$ cat src/rtl/drc_pkg.sv
// Constants shared by the debug run and reset control block
package drc_pkg;
  // Control register location on the debug mode access port
  localparam logic [31:0] CTRL_ADDR = 32'h0100_0004;
  localparam logic [31:0] CTRL_RESET = 32'h0000_0000;
  // Control field positions
  localparam int BIT_DEBUG_DISABLE = 1;
  localparam int BIT_HALT_REQ = 2;
  localparam int BIT_SYS_RESET_REQ = 3;
  localparam int BIT_CORE_HOLD = 4;
  localparam int BIT_LL_DBG_REQ = 5;
  localparam int BIT_LL_DBG_ACK = 6;
  localparam int BIT_STATUS_ACK = 7;
  localparam int CTRL_TOP = 7;
  // Synchroniser depth for link-side inputs
  localparam int SYNC_STAGES = 2;
  // Link clock period in the bench, in ns, and system clock period
  localparam int LINK_PERIOD_NS = 320;
  localparam int CLK_PERIOD_NS = 40;
  localparam int LINK_CYCLES = (LINK_PERIOD_NS + CLK_PERIOD_NS - 1) / CLK_PERIOD_NS;

  // Low-leakage recovery hold states
  typedef enum logic [0:0] {
    DRC_RUN = 1'b0,
    DRC_HOLD = 1'b1
  } drc_hold_t;
endpackage : drc_pkg

$ cat src/rtl/drc_link_sampler.sv
// Link sampler: synchronises the debug link and captures access port strobes
`timescale 1ns/100ps
module drc_link_sampler #(
  parameter int ADDR_W = 32,
  parameter int DATA_W = 32
) (
  input wire logic clk,
  input wire logic reset,
  input wire logic swdClk,
  input wire logic [ADDR_W-1:0] apAddr,
  input wire logic [DATA_W-1:0] apWdata,
  input wire logic apWrite,
  input wire logic apRead,
  output logic [ADDR_W-1:0] capAddr,
  output logic [DATA_W-1:0] capWdata,
  output logic capWrite,
  output logic capRead
);
  localparam int W = ADDR_W + DATA_W + 3;
  logic [W-1:0] stage1;
  logic [W-1:0] stage2;
  logic prevClk;

  // Clock and data pass the same two flops, so their relative timing survives the crossing
  always_ff @(posedge clk) begin
    if (reset) begin
      stage1 <= '0;
      stage2 <= '0;
    end else begin
      stage1 <= {swdClk, apWrite, apRead, apAddr, apWdata};
      stage2 <= stage1;
    end
  end

  // Rising link edge found on the second stage only
  always_ff @(posedge clk) begin
    if (reset) begin
      prevClk <= 1'b0;
      capWrite <= 1'b0;
      capRead <= 1'b0;
      capAddr <= '0;
      capWdata <= '0;
    end else begin
      prevClk <= stage2[W-1];
      capWrite <= stage2[W-1] & ~prevClk & stage2[W-2];
      capRead <= stage2[W-1] & ~prevClk & stage2[W-3];
      if (stage2[W-1] & ~prevClk) begin
        capAddr <= stage2[ADDR_W+DATA_W-1:DATA_W];
        capWdata <= stage2[DATA_W-1:0];
      end
    end
  end
endmodule : drc_link_sampler

$ cat src/rtl/drc_run_reset_ctrl.sv
// Debug port run, halt and reset control register with low-leakage recovery handshake
// Requirements this block is built to
// Halt request bit forces the core into halted debug state.
// Halt request while core sleeps wakes it straight into halt.
// System reset request bit holds the system in reset while set.
// Core hold clear: core leaves reset with system at sequencing end.
// Core hold set: core stays in reset; clearing it releases at once.
// Low-leakage request holds system in reset after next deep-stop recovery.
// Request ignored when deep-stop wakeup came from the reset pin.
// Request bit sampled on deep-stop entry, sampled value used on exit.
// With sampled request, system held in reset until acknowledge set.
// Request bit cleared by the recovery power-on reset.
// Setting acknowledge releases the system held after recovery.
// Debugger reinitialises its debug logic before setting acknowledge.
// Acknowledge may stay set; recovery power-on reset clears it.
// Status acknowledge write clears sticky low-leakage entry status; debugger toggles it.
// Bits 8 to 31 reserved, read zero, no effect.
// Secured: only system reset request usable; other control bits withheld. Bit 1 still drives debug disable when secured.
// Bit 1 forces debug disabled, overriding core debug enable.
// Register reached only via access port 1 at its fixed address.
// All control bits reset to zero on power-on reset.
`timescale 1ns/100ps
module drc_run_reset_ctrl #(
  parameter int ADDR_W = 32,
  parameter int DATA_W = 32
) (
  input wire logic clk,
  input wire logic reset,
  input wire logic swdClk,
  input wire logic [ADDR_W-1:0] apAddr,
  input wire logic [DATA_W-1:0] apWdata,
  input wire logic apWrite,
  input wire logic apRead,
  input wire logic secured,
  input wire logic coreSleeping,
  input wire logic resetSeqDone,
  input wire logic deepStopEntry,
  input wire logic deepStopExit,
  input wire logic wakeByResetPin,
  input wire logic recoveryPor,
  output logic [DATA_W-1:0] apRdata,
  output logic apRdataValid,
  output logic haltRequest,
  output logic wakeRequest,
  output logic debugForceDisable,
  output logic systemReset,
  output logic coreReset,
  output logic statusClear
);
  logic [ADDR_W-1:0] capAddr;
  logic [DATA_W-1:0] capWdata;
  logic capWrite;
  logic capRead;
  logic [drc_pkg::CTRL_TOP:0] ctrl_reg;
  logic sampledReq_reg;
  drc_pkg::drc_hold_t hold_reg;
  drc_pkg::drc_hold_t hold_next;
  logic seqPrev_reg;
  logic coreSuspended_reg;
  logic coreSuspended_next;
  logic statusAckPrev_reg;
  logic hit;

  drc_link_sampler #(.ADDR_W(ADDR_W), .DATA_W(DATA_W)) u_sampler (
    .clk(clk),
    .reset(reset),
    .swdClk(swdClk),
    .apAddr(apAddr),
    .apWdata(apWdata),
    .apWrite(apWrite),
    .apRead(apRead),
    .capAddr(capAddr),
    .capWdata(capWdata),
    .capWrite(capWrite),
    .capRead(capRead)
  );

  // Only the one access port address decodes; others are ignored or read zero
  assign hit = (capAddr == drc_pkg::CTRL_ADDR);

  // Control register; secured writes reach only the reset request bit
  always_ff @(posedge clk) begin
    if (reset) begin
      ctrl_reg <= drc_pkg::CTRL_RESET[drc_pkg::CTRL_TOP:0];
    end else begin
      if (capWrite && hit) begin
        if (secured) begin
          ctrl_reg[drc_pkg::BIT_SYS_RESET_REQ] <= capWdata[drc_pkg::BIT_SYS_RESET_REQ];
        end else begin
          ctrl_reg <= capWdata[drc_pkg::CTRL_TOP:0];
        end
      end
      // Recovery reset wins over a simultaneous link write
      if (recoveryPor) begin
        ctrl_reg[drc_pkg::BIT_LL_DBG_REQ] <= 1'b0;
        ctrl_reg[drc_pkg::BIT_LL_DBG_ACK] <= 1'b0;
      end
    end
  end

  // Read data: reserved bits and the unimplemented erase bit read zero
  always_ff @(posedge clk) begin
    if (reset) begin
      apRdata <= '0;
      apRdataValid <= 1'b0;
    end else begin
      apRdataValid <= capRead;
      if (capRead) begin
        apRdata <= hit ? {{(DATA_W-drc_pkg::CTRL_TOP-1){1'b0}}, ctrl_reg[drc_pkg::CTRL_TOP:1], 1'b0} : '0;
      end
    end
  end

  // Mode controller copy of the request, taken at deep-stop entry and kept through recovery
  always_ff @(posedge clk) begin
    if (reset) begin
      sampledReq_reg <= 1'b0;
    end else if (deepStopEntry) begin
      sampledReq_reg <= ctrl_reg[drc_pkg::BIT_LL_DBG_REQ] & ~secured;
    end
  end

  // Recovery hold machine
  always_comb begin
    hold_next = hold_reg;
    case (hold_reg)
      drc_pkg::DRC_RUN: begin
        if (deepStopExit && sampledReq_reg && !wakeByResetPin) begin
          hold_next = drc_pkg::DRC_HOLD;
        end
      end
      drc_pkg::DRC_HOLD: begin
        // The acknowledge is honoured in any cycle without a recovery power-on reset
        if (ctrl_reg[drc_pkg::BIT_LL_DBG_ACK] && !recoveryPor) begin
          hold_next = drc_pkg::DRC_RUN;
        end
      end
      default: hold_next = drc_pkg::DRC_RUN;
    endcase
  end

  always_ff @(posedge clk) begin
    if (reset) begin
      hold_reg <= drc_pkg::DRC_RUN;
    end else begin
      hold_reg <= hold_next;
    end
  end

  // Next suspension state; the core reset reads it too, so the arming edge cannot leak a one-cycle release
  always_comb begin
    coreSuspended_next = coreSuspended_reg;
    if (!ctrl_reg[drc_pkg::BIT_CORE_HOLD] || secured) begin
      coreSuspended_next = 1'b0;
    end else if (resetSeqDone && !seqPrev_reg) begin
      coreSuspended_next = 1'b1;
    end
  end

  // Core suspension latched at the end of sequencing; dropping the hold bit frees it at once
  always_ff @(posedge clk) begin
    if (reset) begin
      seqPrev_reg <= 1'b0;
      coreSuspended_reg <= 1'b0;
    end else begin
      seqPrev_reg <= resetSeqDone;
      coreSuspended_reg <= coreSuspended_next;
    end
  end

  // Status acknowledge makes one clear pulse per rising edge of the bit
  always_ff @(posedge clk) begin
    if (reset) begin
      statusAckPrev_reg <= 1'b0;
      statusClear <= 1'b0;
    end else begin
      statusAckPrev_reg <= ctrl_reg[drc_pkg::BIT_STATUS_ACK];
      statusClear <= ctrl_reg[drc_pkg::BIT_STATUS_ACK] & ~statusAckPrev_reg & ~secured;
    end
  end

  // Registered control outputs; secure mode masks the halt and wake outputs, not debug disable
  always_ff @(posedge clk) begin
    if (reset) begin
      haltRequest <= 1'b0;
      wakeRequest <= 1'b0;
      debugForceDisable <= 1'b0;
      systemReset <= 1'b0;
      coreReset <= 1'b1;
    end else begin
      haltRequest <= ctrl_reg[drc_pkg::BIT_HALT_REQ] & ~secured;
      wakeRequest <= ctrl_reg[drc_pkg::BIT_HALT_REQ] & ~secured & coreSleeping;
      debugForceDisable <= ctrl_reg[drc_pkg::BIT_DEBUG_DISABLE];
      systemReset <= ctrl_reg[drc_pkg::BIT_SYS_RESET_REQ] | (hold_next == drc_pkg::DRC_HOLD);
      coreReset <= ~resetSeqDone | coreSuspended_next;
    end
  end

  // Checks
  chk_halt_follows: assert property (@(posedge clk) disable iff (reset)
    (ctrl_reg[drc_pkg::BIT_HALT_REQ] && !secured) |=> haltRequest)
    else $error("halt request not forwarded");
  chk_wake_sleep: assert property (@(posedge clk) disable iff (reset)
    wakeRequest |-> $past(coreSleeping) && haltRequest)
    else $error("wake without sleeping core");
  chk_sysreset_held: assert property (@(posedge clk) disable iff (reset)
    ctrl_reg[drc_pkg::BIT_SYS_RESET_REQ] [*2] |-> systemReset)
    else $error("system reset released while requested");
  chk_core_release: assert property (@(posedge clk) disable iff (reset)
    (resetSeqDone && !coreSuspended_next) |=> !coreReset)
    else $error("core not released at sequencing end");
  chk_core_suspend: assert property (@(posedge clk) disable iff (reset)
    (resetSeqDone && !seqPrev_reg && ctrl_reg[drc_pkg::BIT_CORE_HOLD] && !secured) |=> coreReset)
    else $error("core left reset while hold bit set");
  chk_hold_clear: assert property (@(posedge clk) disable iff (reset)
    ($fell(ctrl_reg[drc_pkg::BIT_CORE_HOLD]) && resetSeqDone && $past(resetSeqDone)) |=> !coreReset)
    else $error("core hold clear did not release core");
  chk_pin_wake: assert property (@(posedge clk) disable iff (reset)
    (hold_reg == drc_pkg::DRC_RUN && deepStopExit && wakeByResetPin) |=> hold_reg == drc_pkg::DRC_RUN)
    else $error("reset pin wake entered hold");
  chk_hold_entry: assert property (@(posedge clk) disable iff (reset)
    (hold_reg == drc_pkg::DRC_RUN && deepStopExit && sampledReq_reg && !wakeByResetPin) |=> systemReset)
    else $error("recovery hold not entered");
  chk_hold_until_ack: assert property (@(posedge clk) disable iff (reset)
    (hold_reg == drc_pkg::DRC_HOLD && !ctrl_reg[drc_pkg::BIT_LL_DBG_ACK]) |=> systemReset)
    else $error("held system released without acknowledge");
  chk_ack_release: assert property (@(posedge clk) disable iff (reset)
    (hold_reg == drc_pkg::DRC_HOLD && ctrl_reg[drc_pkg::BIT_LL_DBG_ACK] && !recoveryPor
     && !ctrl_reg[drc_pkg::BIT_SYS_RESET_REQ]) |=> !systemReset)
    else $error("acknowledge did not release system");
  chk_por_clears: assert property (@(posedge clk) disable iff (reset)
    recoveryPor |=> !ctrl_reg[drc_pkg::BIT_LL_DBG_REQ] && !ctrl_reg[drc_pkg::BIT_LL_DBG_ACK])
    else $error("recovery reset did not clear handshake bits");
  chk_status_pulse: assert property (@(posedge clk) disable iff (reset)
    statusClear |=> !statusClear)
    else $error("status clear longer than one cycle");
  chk_secure_mask: assert property (@(posedge clk) disable iff (reset)
    $past(secured) |-> !haltRequest && !statusClear)
    else $error("non-secure function active while secured");
  chk_disable_bit: assert property (@(posedge clk) disable iff (reset)
    ##1 debugForceDisable == $past(ctrl_reg[drc_pkg::BIT_DEBUG_DISABLE]))
    else $error("debug disable not forwarded");
endmodule : drc_run_reset_ctrl

$ cat config.mk
export PLATFORM = sky130hd
export DESIGN_NAME = drc_run_reset_ctrl
export DESIGN_NICKNAME = d
export VERILOG_FILES = /design/src/rtl/drc_pkg.sv /design/src/rtl/drc_link_sampler.sv /design/src/rtl/drc_run_reset_ctrl.sv
export SDC_FILE = /design/constraint.sdc
export NUM_CORES = 1
export LEC_CHECK = 0
export BUFFER_PORTS_ARGS = -buffer_cell sky130_fd_sc_hd__buf_2
export CAP_MARGIN = 20
export CORE_AREA = 2 2 133 135
export CTS_CLUSTER_DIAMETER = 200
export DETAILED_ROUTE_END_ITERATION = 16
export DIE_AREA = 0 0 135 137
export GPL_TIMING_DRIVEN = 0
export PLACE_DENSITY = 0.52
export SYNTH_ARGS = -nofsm -noshare
export SYNTH_HDL_FRONTEND = slang
export SYNTH_SLANG_ARGS = --single-unit
$ cat constraint.sdc
create_clock -name clk -period 5.8 [get_ports clk]
set_clock_uncertainty 0.1 [all_clocks]
set_input_delay 0.29 -clock clk [delete_from_list [all_inputs] [get_ports clk]]
set_output_delay 0.29 -clock clk [all_outputs]
set_load 0.02 [all_outputs]
Word level (Yosys, flattened, before mapping)
Cells that the tools add are included.
Widths: inputs -> output; s select.
Word-level totals
  flip-flop bits (word level): 229
  input bits: 76
  output and inout port bits: 39
  logic and storage cells: 57
Cells by class
  equal/unequal tests: 1
  mux-type cells: 6
  bitwise gates (word level): 15
  reduce and logical (&&, ||, !) cells: 12
Operators with widths (number)
  $eq 32x25->1 const B: 1
  $and 1x1->1: 8
  $mux 8: 1
  $logic_and 1x1->1: 5
  $not 1->1: 5
  $logic_not 1->1: 4
  $mux 1: 4
  $or 1x1->1: 2
  $pmux 1 s2: 1
  $reduce_and 2->1: 1
  $reduce_or 2->1: 1
  $logic_or 1x1->1: 1

Depth between registers and ports, before layout
Gate-level depths: netlist (run 1).
  depth in word-level cells: 5
  mapped depth: 5
  mapped depth without buffers: 4

Hierarchy
Synthesis (run 1) repeated with hierarchy kept, for this count alone.
Unflattened totals
  cell total of the unflattened synthesis: 720
  area total of the unflattened synthesis: 8015.2 sq um
Modules (own cells, without submodules)
  drc_link_sampler: times used 1, cells an instance 581, area an instance 6673.9 sq um
  drc_run_reset_ctrl: times used 1, cells an instance 139, area an instance 1341.3 sq um

Worst setup path before layout (run 1)
No wires, ideal clock.
  path kind: register -> register
  start: register u_sampler.capAddr[26]
  end: register ctrl_reg[1] in the netlist's numbering
  arrival time: 1608 ps
  data required time: 5579 ps
  slack: 3971 ps
  cell stages (with the launch flop): 5
  buffers on the path: 0
  period minus slack after synthesis: 1829 ps
  path through: dfxtp_1 -> nor4_4 -> nand4_4 -> nor4_4 -> mux2_4
Between the ends
  longest elaborated chain between the ends: 3
Ends and longest elaborated chain
  start: declaration: line drc_link_sampler.sv:14  | output logic [ADDR_W-1:0] capAddr,
  start signal: assignment: line drc_link_sampler.sv:48  | capAddr <= stage2[ADDR_W+DATA_W-1:DATA_W];
  $eq 32x25->1: line drc_run_reset_ctrl.sv:79  | assign hit = (capAddr == drc_pkg::CTRL_ADDR);
  $logic_and 1x1->1: line drc_run_reset_ctrl.sv:86  | if (capWrite && hit) begin
  $reduce_and 2->1 (no source line)
  end signal: assignment: line drc_run_reset_ctrl.sv:84  | ctrl_reg <= drc_pkg::CTRL_RESET[drc_pkg::CTRL_TOP:0];
  end signal: indexed assignment: line drc_run_reset_ctrl.sv:88  | ctrl_reg[drc_pkg::BIT_SYS_RESET_REQ] <= capWdata[drc_pkg::BIT_SYS_RESET_REQ];
  end signal: assignment: line drc_run_reset_ctrl.sv:90  | ctrl_reg <= capWdata[drc_pkg::CTRL_TOP:0];
  end: declaration: line drc_run_reset_ctrl.sv:54  | logic [drc_pkg::CTRL_TOP:0] ctrl_reg;
No other way between the ends.
A chain may end at the register's enable or synchronous reset.

Final worst setup path (run 1)
  start: register u_sampler.capAddr[7]
  end: register ctrl_reg[1] in the netlist's numbering
The elaborated chain is that of the path after synthesis.

==> results.sh, run 1 <==
export IMPL_area_growth_pct=34.3
export IMPL_antenna_found_initial=0
export IMPL_drtPass1Iterations=4
export IMPL_drt_first_iter_violations=144
export IMPL_core_area_um2=17100
export IMPL_hold_class="input port to flop"
export IMPL_clk_pin_slew_ps=60
export IMPL_vias=3408
export IMPL_dp_slack_ps=3530
export IMPL_synth_seq_area_share=0.607
export IMPL_drv_cap=0
export IMPL_die_area_um2=18500
export IMPL_crit_path_end_kind="flop"
export IMPL_fin_total_pwr_mw=2.39
export IMPL_power_density_nw_per_um2=355
export IMPL_rsz0062_at_grt="no"
export IMPL_nets=714
export IMPL_clkSinkCount=152
export IMPL_final_max_slew_viol_count=0
export IMPL_synthSimpleGateAreaFrac=0.250
export IMPL_ant_nets=0
export IMPL_tns_ps=0
export IMPL_startpoint_type="flop"
export IMPL_outcome="completed"
export IMPL_critical_path_arrival_ps=2530
export IMPL_timing_final_ws_setup_ps=3480
export IMPL_overflow=0
export IMPL_synth_area_um2=5010
export IMPL_via_per_inst=3.89
export IMPL_place_gp_congestion=0.738
export IMPL_post_route_util=0.394
export IMPL_ir_drop_uv=225
export IMPL_htreeDepth=4
export IMPL_swShare=0.209
export IMPL_drive_above_1_share=0.204
export IMPL_synth_xor_area_frac=0
export IMPL_postCtsSetupBuffers=0
export IMPL_p_leak_nw=2.68
export IMPL_power_internal_mw=1.89
export IMPL_numCtsBuffers=17
export IMPL_pwr_share_seq=0.455
export IMPL_worst_pin_slew_ps=558
export IMPL_max_slew_margin=0.625
export IMPL_pwr_share_clk=0.493
export IMPL_clockBufferDepth=2
export IMPL_insertion_delay_ps=420
export IMPL_grt_max_degree=17
export IMPL_cts_tree="built"
export IMPL_critPathMaxFanout=9
export IMPL_synth_area_mux_share=0.0160
export IMPL_drc=0
export IMPL_portBuffers=64
export IMPL_fin_area_um2=6730
export IMPL_ctsResizeCount=0
export IMPL_cts_root_buf="clkbuf_16"
export IMPL_start_util=0.294
export IMPL_drt_total_wl_mm=9.45
export IMPL_placed_cell_area_um2=5700
export IMPL_min_period_over_period=0.400
export IMPL_most_common_layout_cells="dfxtp_1 (152), nor2b_1 (92), nand2_1 (91)"
export IMPL_die_y_um=137
export IMPL_yosysUniqueCellTypes=29
export IMPL_io_pins=115
export IMPL_final_hold_viol_count=0
export IMPL_ys_ff_latch=152
export IMPL_grt_total_usage=0.110
export IMPL_yosysWarnings=0
export IMPL_worst_ep_required_time_ps=6010
export IMPL_grt_pass1_vias=3260
export IMPL_synth_top_family_by_area="simple AND/OR/NAND/NOR gates"
export IMPL_diodes=0
export IMPL_reg_top3="u_sampler.stage1 (42), u_sampler.stage2 (42), u_sampler.capAddr (32)"
export IMPL_crit_type="flop to flop"
export IMPL_power_switching_uw=498
export IMPL_comb_power_share=0.052
export IMPL_syn_inst=493
export IMPL_dp_hpwl_mm=6.80
export IMPL_layout_commonest_cell="dfxtp_1"
export IMPL_min_period_ps=2320
export IMPL_setup_viol=0
export IMPL_syn_mean_instance_area_um2=10.2
export IMPL_die_x_um=135
export IMPL_wire_per_inst_um=10.8
export IMPL_synth_adder_area_share=0
export IMPL_timing_fmax_ghz=0.431
export IMPL_grt_pass1_wl_mm=15.4
export IMPL_synth_compound_area_frac=0.0584
export IMPL_rows=48
## critical path: stages, from the launching register on
cell	delay [ps]
dfxtp_1	310
nor4_1	500
nand4_2	410
nor4_4	540
mux2_4	340
## power groups by stage
stage	Combinational [mW]	Clock [mW]	Sequential, mW
after floorplan	0.0726	0	1.10
after global placement	0.105	0	1.11
after detailed placement	0.106	0	1.11
after CTS	0.126	1.21	1.08
after global routing	0.138	1.26	1.09
final	0.124	1.18	1.08
## stage by stage
step	hold slack, ps	std cells
after detailed placement	288	806
after CTS	1.36	876
after global routing	18.8	876
final	12.4	876
after floorplan	267	517
after global placement	287	806
## logic make-up after synthesis
logic type	after synthesis
other cells	1
simple gates	221
buf+inv	61
mux	7
compound gates	51
flops	152
## layout make-up
type | instances | area (um2)
multi-input cells | 304 | 1720
inverters | 11 | 55.1
plain buffers | 50 | 282
well taps | 225 | 282
fillers | 1715 | 10300
repair buffers | 102 | 701
clock buffers | 19 | 453
clock inverters | 13 | 191
flip-flops and latches | 152 | 3040
## synth_stat cells
| cell | number | area [um2] |
|---|---|---|
| dfxtp_1 | 152 | 3040 |
| nor2b_1 | 92 | 576 |
| nand2_1 | 91 | 342 |
| a21oi_1 | 43 | 215 |
| buf_4 | 25 | 188 |
| clkbuf_1 | 19 | 71.3 |
| inv_1 | 10 | 37.5 |
| nand2b_1 | 9 | 56.3 |
| nor2_1 | 9 | 33.8 |
| o32a_1 | 7 | 70.1 |
| buf_1 | 6 | 22.5 |
| mux2i_1 | 5 | 50.1 |
| nor4_4 | 4 | 85.1 |
| and3b_1 | 2 | 17.5 |
| mux2_4 | 2 | 30.0 |
| nor3_1 | 2 | 10.0 |
| nor4_1 | 2 | 12.5 |
| nor4b_1 | 2 | 17.5 |
| and2_1 | 1 | 6.26 |
| bufinv_8 | 1 | 17.5 |
| conb_1 | 1 | 3.75 |
| nand3_1 | 1 | 5.00 |
| nand4_2 | 1 | 12.5 |
| nand4_4 | 1 | 21.3 |
| nor3b_1 | 1 | 7.51 |
| nor4_2 | 1 | 12.5 |
| nor4b_2 | 1 | 15.0 |
| nor4b_4 | 1 | 23.8 |
| o211ai_1 | 1 | 7.51 |
## metal layers
metal	up-vias	wire [um]	track usage
li1	1812	-	-
met1	1513	4280	0.127
met2	73	4550	0.184
met3	10	453	0.0378
met4	0	164	0.0521
met5	-	0	0
## repair_timing
item,in CTS,in global routing
hold endpoints to repair,38,0
endpoints found under the setup margin,0,0
hold buffers,38,0
## path summary, 6_finish.rpt
check,end,from,depth (start not counted),slack [ps]
max,ctrl_reg[1],u_sampler.capAddr[7],4,3480
min,u_sampler.stage1[2],apWdata[2],2,10
max reg2reg,ctrl_reg[1],u_sampler.capAddr[7],4,3480
min reg2reg,statusClear,statusAckPrev_reg,1,290
Power figures use the tool's default switching activity.
==> run 2, diff against run 1 <==
- PLACE_DENSITY: 0.52 -> 0.53
- clock period: 5.8 -> 2 ns (I/O delays scaled with it)
==> run 2 against run 1 <==
- worst hold slack improved by 25 ps
- register-to-register slack worse by 3300 ps
- critical path depth rose by 1
- sequential cell count unchanged
- highest routed layer unchanged
==> results.sh, run 2 (synthesized netlist as in run 1, its figures left out) <==
export IMPL_outcome="completed"
export IMPL_tns_ps=0
export IMPL_htreeDepth=4
export IMPL_drt_total_wl_mm=9.70
export IMPL_vias=3498
export IMPL_layout_commonest_cell="dfxtp_1"
export IMPL_final_hold_viol_count=0
export IMPL_start_util=0.294
export IMPL_grt_max_degree=17
export IMPL_clockBufferDepth=2
export IMPL_max_slew_margin=0.591
export IMPL_ir_drop_uv=578
export IMPL_setup_viol=0
export IMPL_min_period_ps=1860
export IMPL_overflow=0
export IMPL_dr_max_layer_used="met4"
export IMPL_clkSinkCount=152
export IMPL_met1Wirelength_mm=4.35
export IMPL_ant_nets=0
export IMPL_insertion_delay_ps=410
export IMPL_worst_pin_slew_ps=614
export IMPL_cts_tree="built"
export IMPL_most_common_layout_cells="dfxtp_1 (152), nor2b_1 (92), nand2_1 (91)"
export IMPL_numCtsBuffers=17
export IMPL_portBuffers=64
export IMPL_hold_class="input port to flop"
export IMPL_die_y_um=137
export IMPL_area_growth_pct=36.0
export IMPL_min_period_over_period=0.930
export IMPL_die_x_um=135
export IMPL_startpoint_type="flop"
export IMPL_wire_per_inst_um=10.9
export IMPL_grt_pass1_vias=3312
export IMPL_reg2reg_slack_ps=140
export IMPL_wl_met3_um=599
export IMPL_worst_ep_required_time_ps=2240
export IMPL_final_max_slew_viol_count=0
export IMPL_dp_hpwl_mm=6.82
export IMPL_crit_type="flop to flop"
export IMPL_nets=729
export IMPL_diodes=0
export IMPL_instances_no_fill=891
export IMPL_reg2regPathDepth=5
export IMPL_place_gp_congestion=0.787
export IMPL_cts_root_buf="clkbuf_16"
export IMPL_crit_path_end_kind="flop"
export IMPL_rows=48
export IMPL_drv_cap=0
export IMPL_drtPass1Iterations=4
export IMPL_antenna_found_initial=0
export IMPL_core_area_um2=17100
export IMPL_min_delay_path_depth=5
export IMPL_p_leak_nw=2.72
export IMPL_io_pins=115
export IMPL_drive_above_1_share=0.204
export IMPL_drt_first_iter_violations=136
export IMPL_rsz0062_at_grt="no"
export IMPL_timing_fmax_ghz=0.538
export IMPL_power_density_nw_per_um2=965
export IMPL_drc=0
export IMPL_via_per_inst=3.93
export IMPL_place_inst=806
export IMPL_grt_pass1_wl_mm=15.5
export IMPL_critical_path_arrival_ps=2100
export IMPL_wl_met2_mm=4.60
export IMPL_clk_pin_slew_ps=60
export IMPL_critPathMaxFanout=9
export IMPL_reg_top3="u_sampler.stage1 (42), u_sampler.stage2 (42), u_sampler.capAddr (32)"
export IMPL_die_area_um2=18500
export IMPL_grt_total_usage=0.112
==> run 2: cell types whose count changed in the layout (fill, tap and decap cells not counted), moves of 2 or more <==
cell and change:
clkinv_4 +3, inv_6 -2, dlygate4sd3_1 +13, bufinv_16 -3
buf_4 +2
==> run 2: layout make-up <==
type                    count  area, um2
fillers                  1669      10200
repair buffers            117        846
flip-flops and latches    152       3040
clock buffers              20        467
plain buffers              50        283
well taps                 225        282
clock inverters            12        120
multi-input cells         304       1720
inverters                  11       55.1
==> run 2: critical path, cell delays in order (launching register included) <==
cell and delay (ps):
dfxtp_1 340, nor4_4 330, nand4_4 250, nor4_4 380, buf_4 210, mux2i_1 180
==> run 2: final timing paths <==
| kind | end | startpoint |
|---|---|---|
| worst max register to register | ctrl_reg[5] | u_sampler.capAddr[15] |
| worst min-delay path | hold_reg | deepStopExit |
| worst min register to register | statusClear | statusAckPrev_reg |
| worst max-delay path | ctrl_reg[5] | u_sampler.capAddr[15] |
==> run 2: timing repair <==
item | in CTS | in global routing
hold endpoints to repair | 56 | 0
gates cloned | 0 | 0
endpoints found under the setup margin | 6 | 10
resized for setup | 0 | 1
hold buffers | 51 | 0
pin swaps | 2 | 2
buffers inserted | 2 | 0
==> run 2: power by group <==
part | switching [mW] | internal (mW) | total [mW]
clock network | 1.23 | 1.82 | 3.05
registers | 0.0272 | 3.12 | 3.15
logic | 0.182 | 0.198 | 0.380
==> run 2: routing by layer <==
metal	vias to the layer above	track usage
met5	-	0
li1	1839	-
met1	1546	0.129
met2	102	0.187
met4	0	0.0556
met3	11	0.0367
==> run 2: stage by stage <==
step / utilization / setup WS (ps) / power (mW) / hold WS (ps) / instance area, um2
after floorplan: - / 171 / 3.41 / 76.7 / 5100
after global placement: 0.334 / -211 / 3.52 / 204 / 5700
after detailed placement: 0.334 / -201 / 3.52 / 213 / 5700
after CTS: 0.400 / 60.0 / 6.66 / 11.4 / 6810
after global routing: 0.400 / 2.05 / 6.83 / 61.0 / 6820
final: 0.400 / 141 / 6.58 / 37.3 / 6820
==> run 3, diff against run 2 <==
- CORE_AREA: 2 2 133 135 -> 2 2 167 169
- DIE_AREA: 0 0 135 137 -> 0 0 169 171
- PLACE_DENSITY: 0.53 -> 0.51
- SYNTH_HIERARCHICAL: not set -> 1
==> run 3 against run 2 <==
- sequential share of layout area shrank 4.8 points
- clock-buffer cell count shrank 1
- via count grew 5.5%
- largest power group is now clock
- critical endpoint is now ctrl_reg[1]
- highest routed layer unchanged
- synthesized area grew 11%
==> results.sh, run 3 <==
export IMPL_numCtsBuffers=17
export IMPL_worst_ep_required_time_ps=2210
export IMPL_startpoint_type="flop"
export IMPL_syn_mean_instance_area_um2=10.9
export IMPL_drive_above_1_share=0.257
export IMPL_cts_root_buf="clkbuf_16"
export IMPL_grt_pass1_vias=3699
export IMPL_drtPass1Iterations=6
export IMPL_cts_tree="built"
export IMPL_min_delay_start="reset"
export IMPL_place_inst=944
export IMPL_rsz0062_at_grt="no"
export IMPL_power_switching_mw=1.49
export IMPL_critical_path_arrival_ps=2060
export IMPL_wire_per_inst_um=10.9
export IMPL_reg2reg_slack_ps=150
export IMPL_die_y_um=171
export IMPL_grt_total_usage=0.0816
export IMPL_crit_type="flop to flop"
export IMPL_vias=3689
export IMPL_layout_commonest_cell="dfxtp_1"
export IMPL_clkSinkCount=152
export IMPL_worstReg2RegStart="u_sampler/capAddr[20]"
export IMPL_dp_hpwl_mm=7.80
export IMPL_most_common_layout_cells="dfxtp_1 (152), nor2b_1 (91), buf_2 (80)"
export IMPL_hold_class="input port to flop"
export IMPL_area_growth_pct=37.1
export IMPL_min_to="ctrl_reg[2]"
export IMPL_syn_inst=510
export IMPL_p_leak_nw=3.02
export IMPL_drc=0
export IMPL_drv_cap=0
export IMPL_min_period_ps=1850
export IMPL_grt_pass1_wl_mm=18.1
export IMPL_setup_viol=0
export IMPL_min_period_over_period=0.924
export IMPL_final_hold_viol_count=0
export IMPL_diodes=0
export IMPL_clockBufferDepth=2
export IMPL_ant_nets=0
export IMPL_r2r_end="ctrl_reg[1]"
export IMPL_timing_fmax_ghz=0.541
export IMPL_reg2regPathDepth=5
export IMPL_grt_max_degree=17
export IMPL_die_area_um2=28900
export IMPL_rows=61
export IMPL_clk_pin_slew_ps=60
export IMPL_whs_ps=36.2
export IMPL_outcome="completed"
export IMPL_overflow=0
export IMPL_reg_top3="u_sampler/stage1 (42), u_sampler/stage2 (42), u_sampler/capAddr (32)"
export IMPL_synth_area_um2=5580
export IMPL_pwr_share_clk=0.477
export IMPL_ir_drop_uv=569
export IMPL_instances_no_fill=1034
export IMPL_yosysWarnings=6
export IMPL_swShare=0.216
export IMPL_timing_final_ws_setup_ps=153
export IMPL_htreeDepth=4
export IMPL_core_area_um2=27300
export IMPL_final_max_slew_viol_count=0
export IMPL_drt_total_wl_mm=11.2
export IMPL_nFillCells=2866
export IMPL_post_route_util=0.280
export IMPL_io_pins=115
export IMPL_nets=751
export IMPL_die_x_um=169
export IMPL_comb_power_share=0.068
export IMPL_crit_path_end_kind="flop"
export IMPL_antenna_found_initial=0
export IMPL_dp_slack_ps=-293
export IMPL_power_internal_mw=5.42
export IMPL_place_gp_congestion=0.735
export IMPL_pwr_share_seq=0.455
export IMPL_start_util=0.204
export IMPL_drt_first_iter_violations=141
export IMPL_critPathMaxFanout=6
export IMPL_insertion_delay_ps=420
export IMPL_portBuffers=64
export IMPL_power_density_nw_per_um2=904
export IMPL_via_per_inst=3.57
export IMPL_min_delay_path_depth=3
[run 3: cell types whose count changed in the layout (fill, tap and decap cells not counted), sizes merged, moves of 8 or more]
cell	previous run	this run
nand2	91	13
a21oi	43	4
nand4bb	0	39
o21ai	0	39
nand2b	9	47
buf	96	125
clkbuf	40	32
[run 3: final cells by class]
| cell class | instances | area (um2) | share of cell area |
|---|---|---|---|
| Sequential cell | 152 | 3040 | 0.398 |
| Timing Repair Buffer | 122 | 886 | 0.116 |
| Multi-Input combinational cell | 303 | 2150 | 0.281 |
| Inverter | 11 | 41.3 | 0.00540 |
| Tap cell | 346 | 433 | 0.0566 |
| Clock inverter | 13 | 166 | 0.0218 |
| Buffer | 68 | 470 | 0.0615 |
| Clock buffer | 19 | 453 | 0.0593 |
[run 3: worst max-delay path by stage]
| stage | to | start | depth (start not counted) |
|---|---|---|---|
| global placement | ctrl_reg[7] | u_sampler/capAddr[11] | 4 |
| floorplan | ctrl_reg[1] | u_sampler/capAddr[19] | 4 |
| CTS | ctrl_reg[1] | u_sampler/capAddr[12] | 5 |
| finish | ctrl_reg[1] | u_sampler/capAddr[20] | 5 |
| global route | ctrl_reg[1] | u_sampler/capAddr[27] | 5 |
| detailed placement | ctrl_reg[1] | u_sampler/capAddr[12] | 4 |
[run 3: what timing repair did]
action,4_1_cts,5_1_grt
hold endpoints to repair,55,0
buffers inserted,3,3
hold buffers,52,0
pin swaps,2,3
endpoints found under the setup margin,6,2
gates resized for setup,4,1
[run 3: power by group through the flow]
stage                     combinational (mW)  clock [mW]  sequential (mW)
after floorplan                        0.280           0             3.20
after global placement                 0.389           0             3.21
after detailed placement               0.391           0             3.21
after CTS                              0.474        3.40             3.15
after global routing                   0.514        3.54             3.15
final                                  0.469        3.30             3.14
[run 3: metal layers]
| metal | vias to the layer above | share of wire | GRT usage |
|---|---|---|---|
| li1 | 1961 | - | - |
| met2 | 78 | 0.48 | 0.140 |
| met4 | 0 | 0.022 | 0.0416 |
| met1 | 1629 | 0.45 | 0.0926 |
| met5 | - | 0 | 0 |
| met3 | 21 | 0.040 | 0.0236 |
[run 3: stage by stage]
stage | power [mW] | instance area (um2) | TNS (ps)
5_1_grt | 7.20 | 7640 | 0
2_1_floorplan | 3.48 | 5670 | 0
4_1_cts | 7.02 | 7610 | 0
3_3_place_gp | 3.60 | 6420 | -1090
3_5_place_dp | 3.60 | 6420 | -1190
6_report | 6.91 | 7640 | 0
[run 3: worst max-delay path, stage by stage, from the launching register on]
cell	delay, ps
dfxtp_1	330
nor4_4	330
nand4_4	200
nor4_4	280
buf_4	190
mux2_4	290
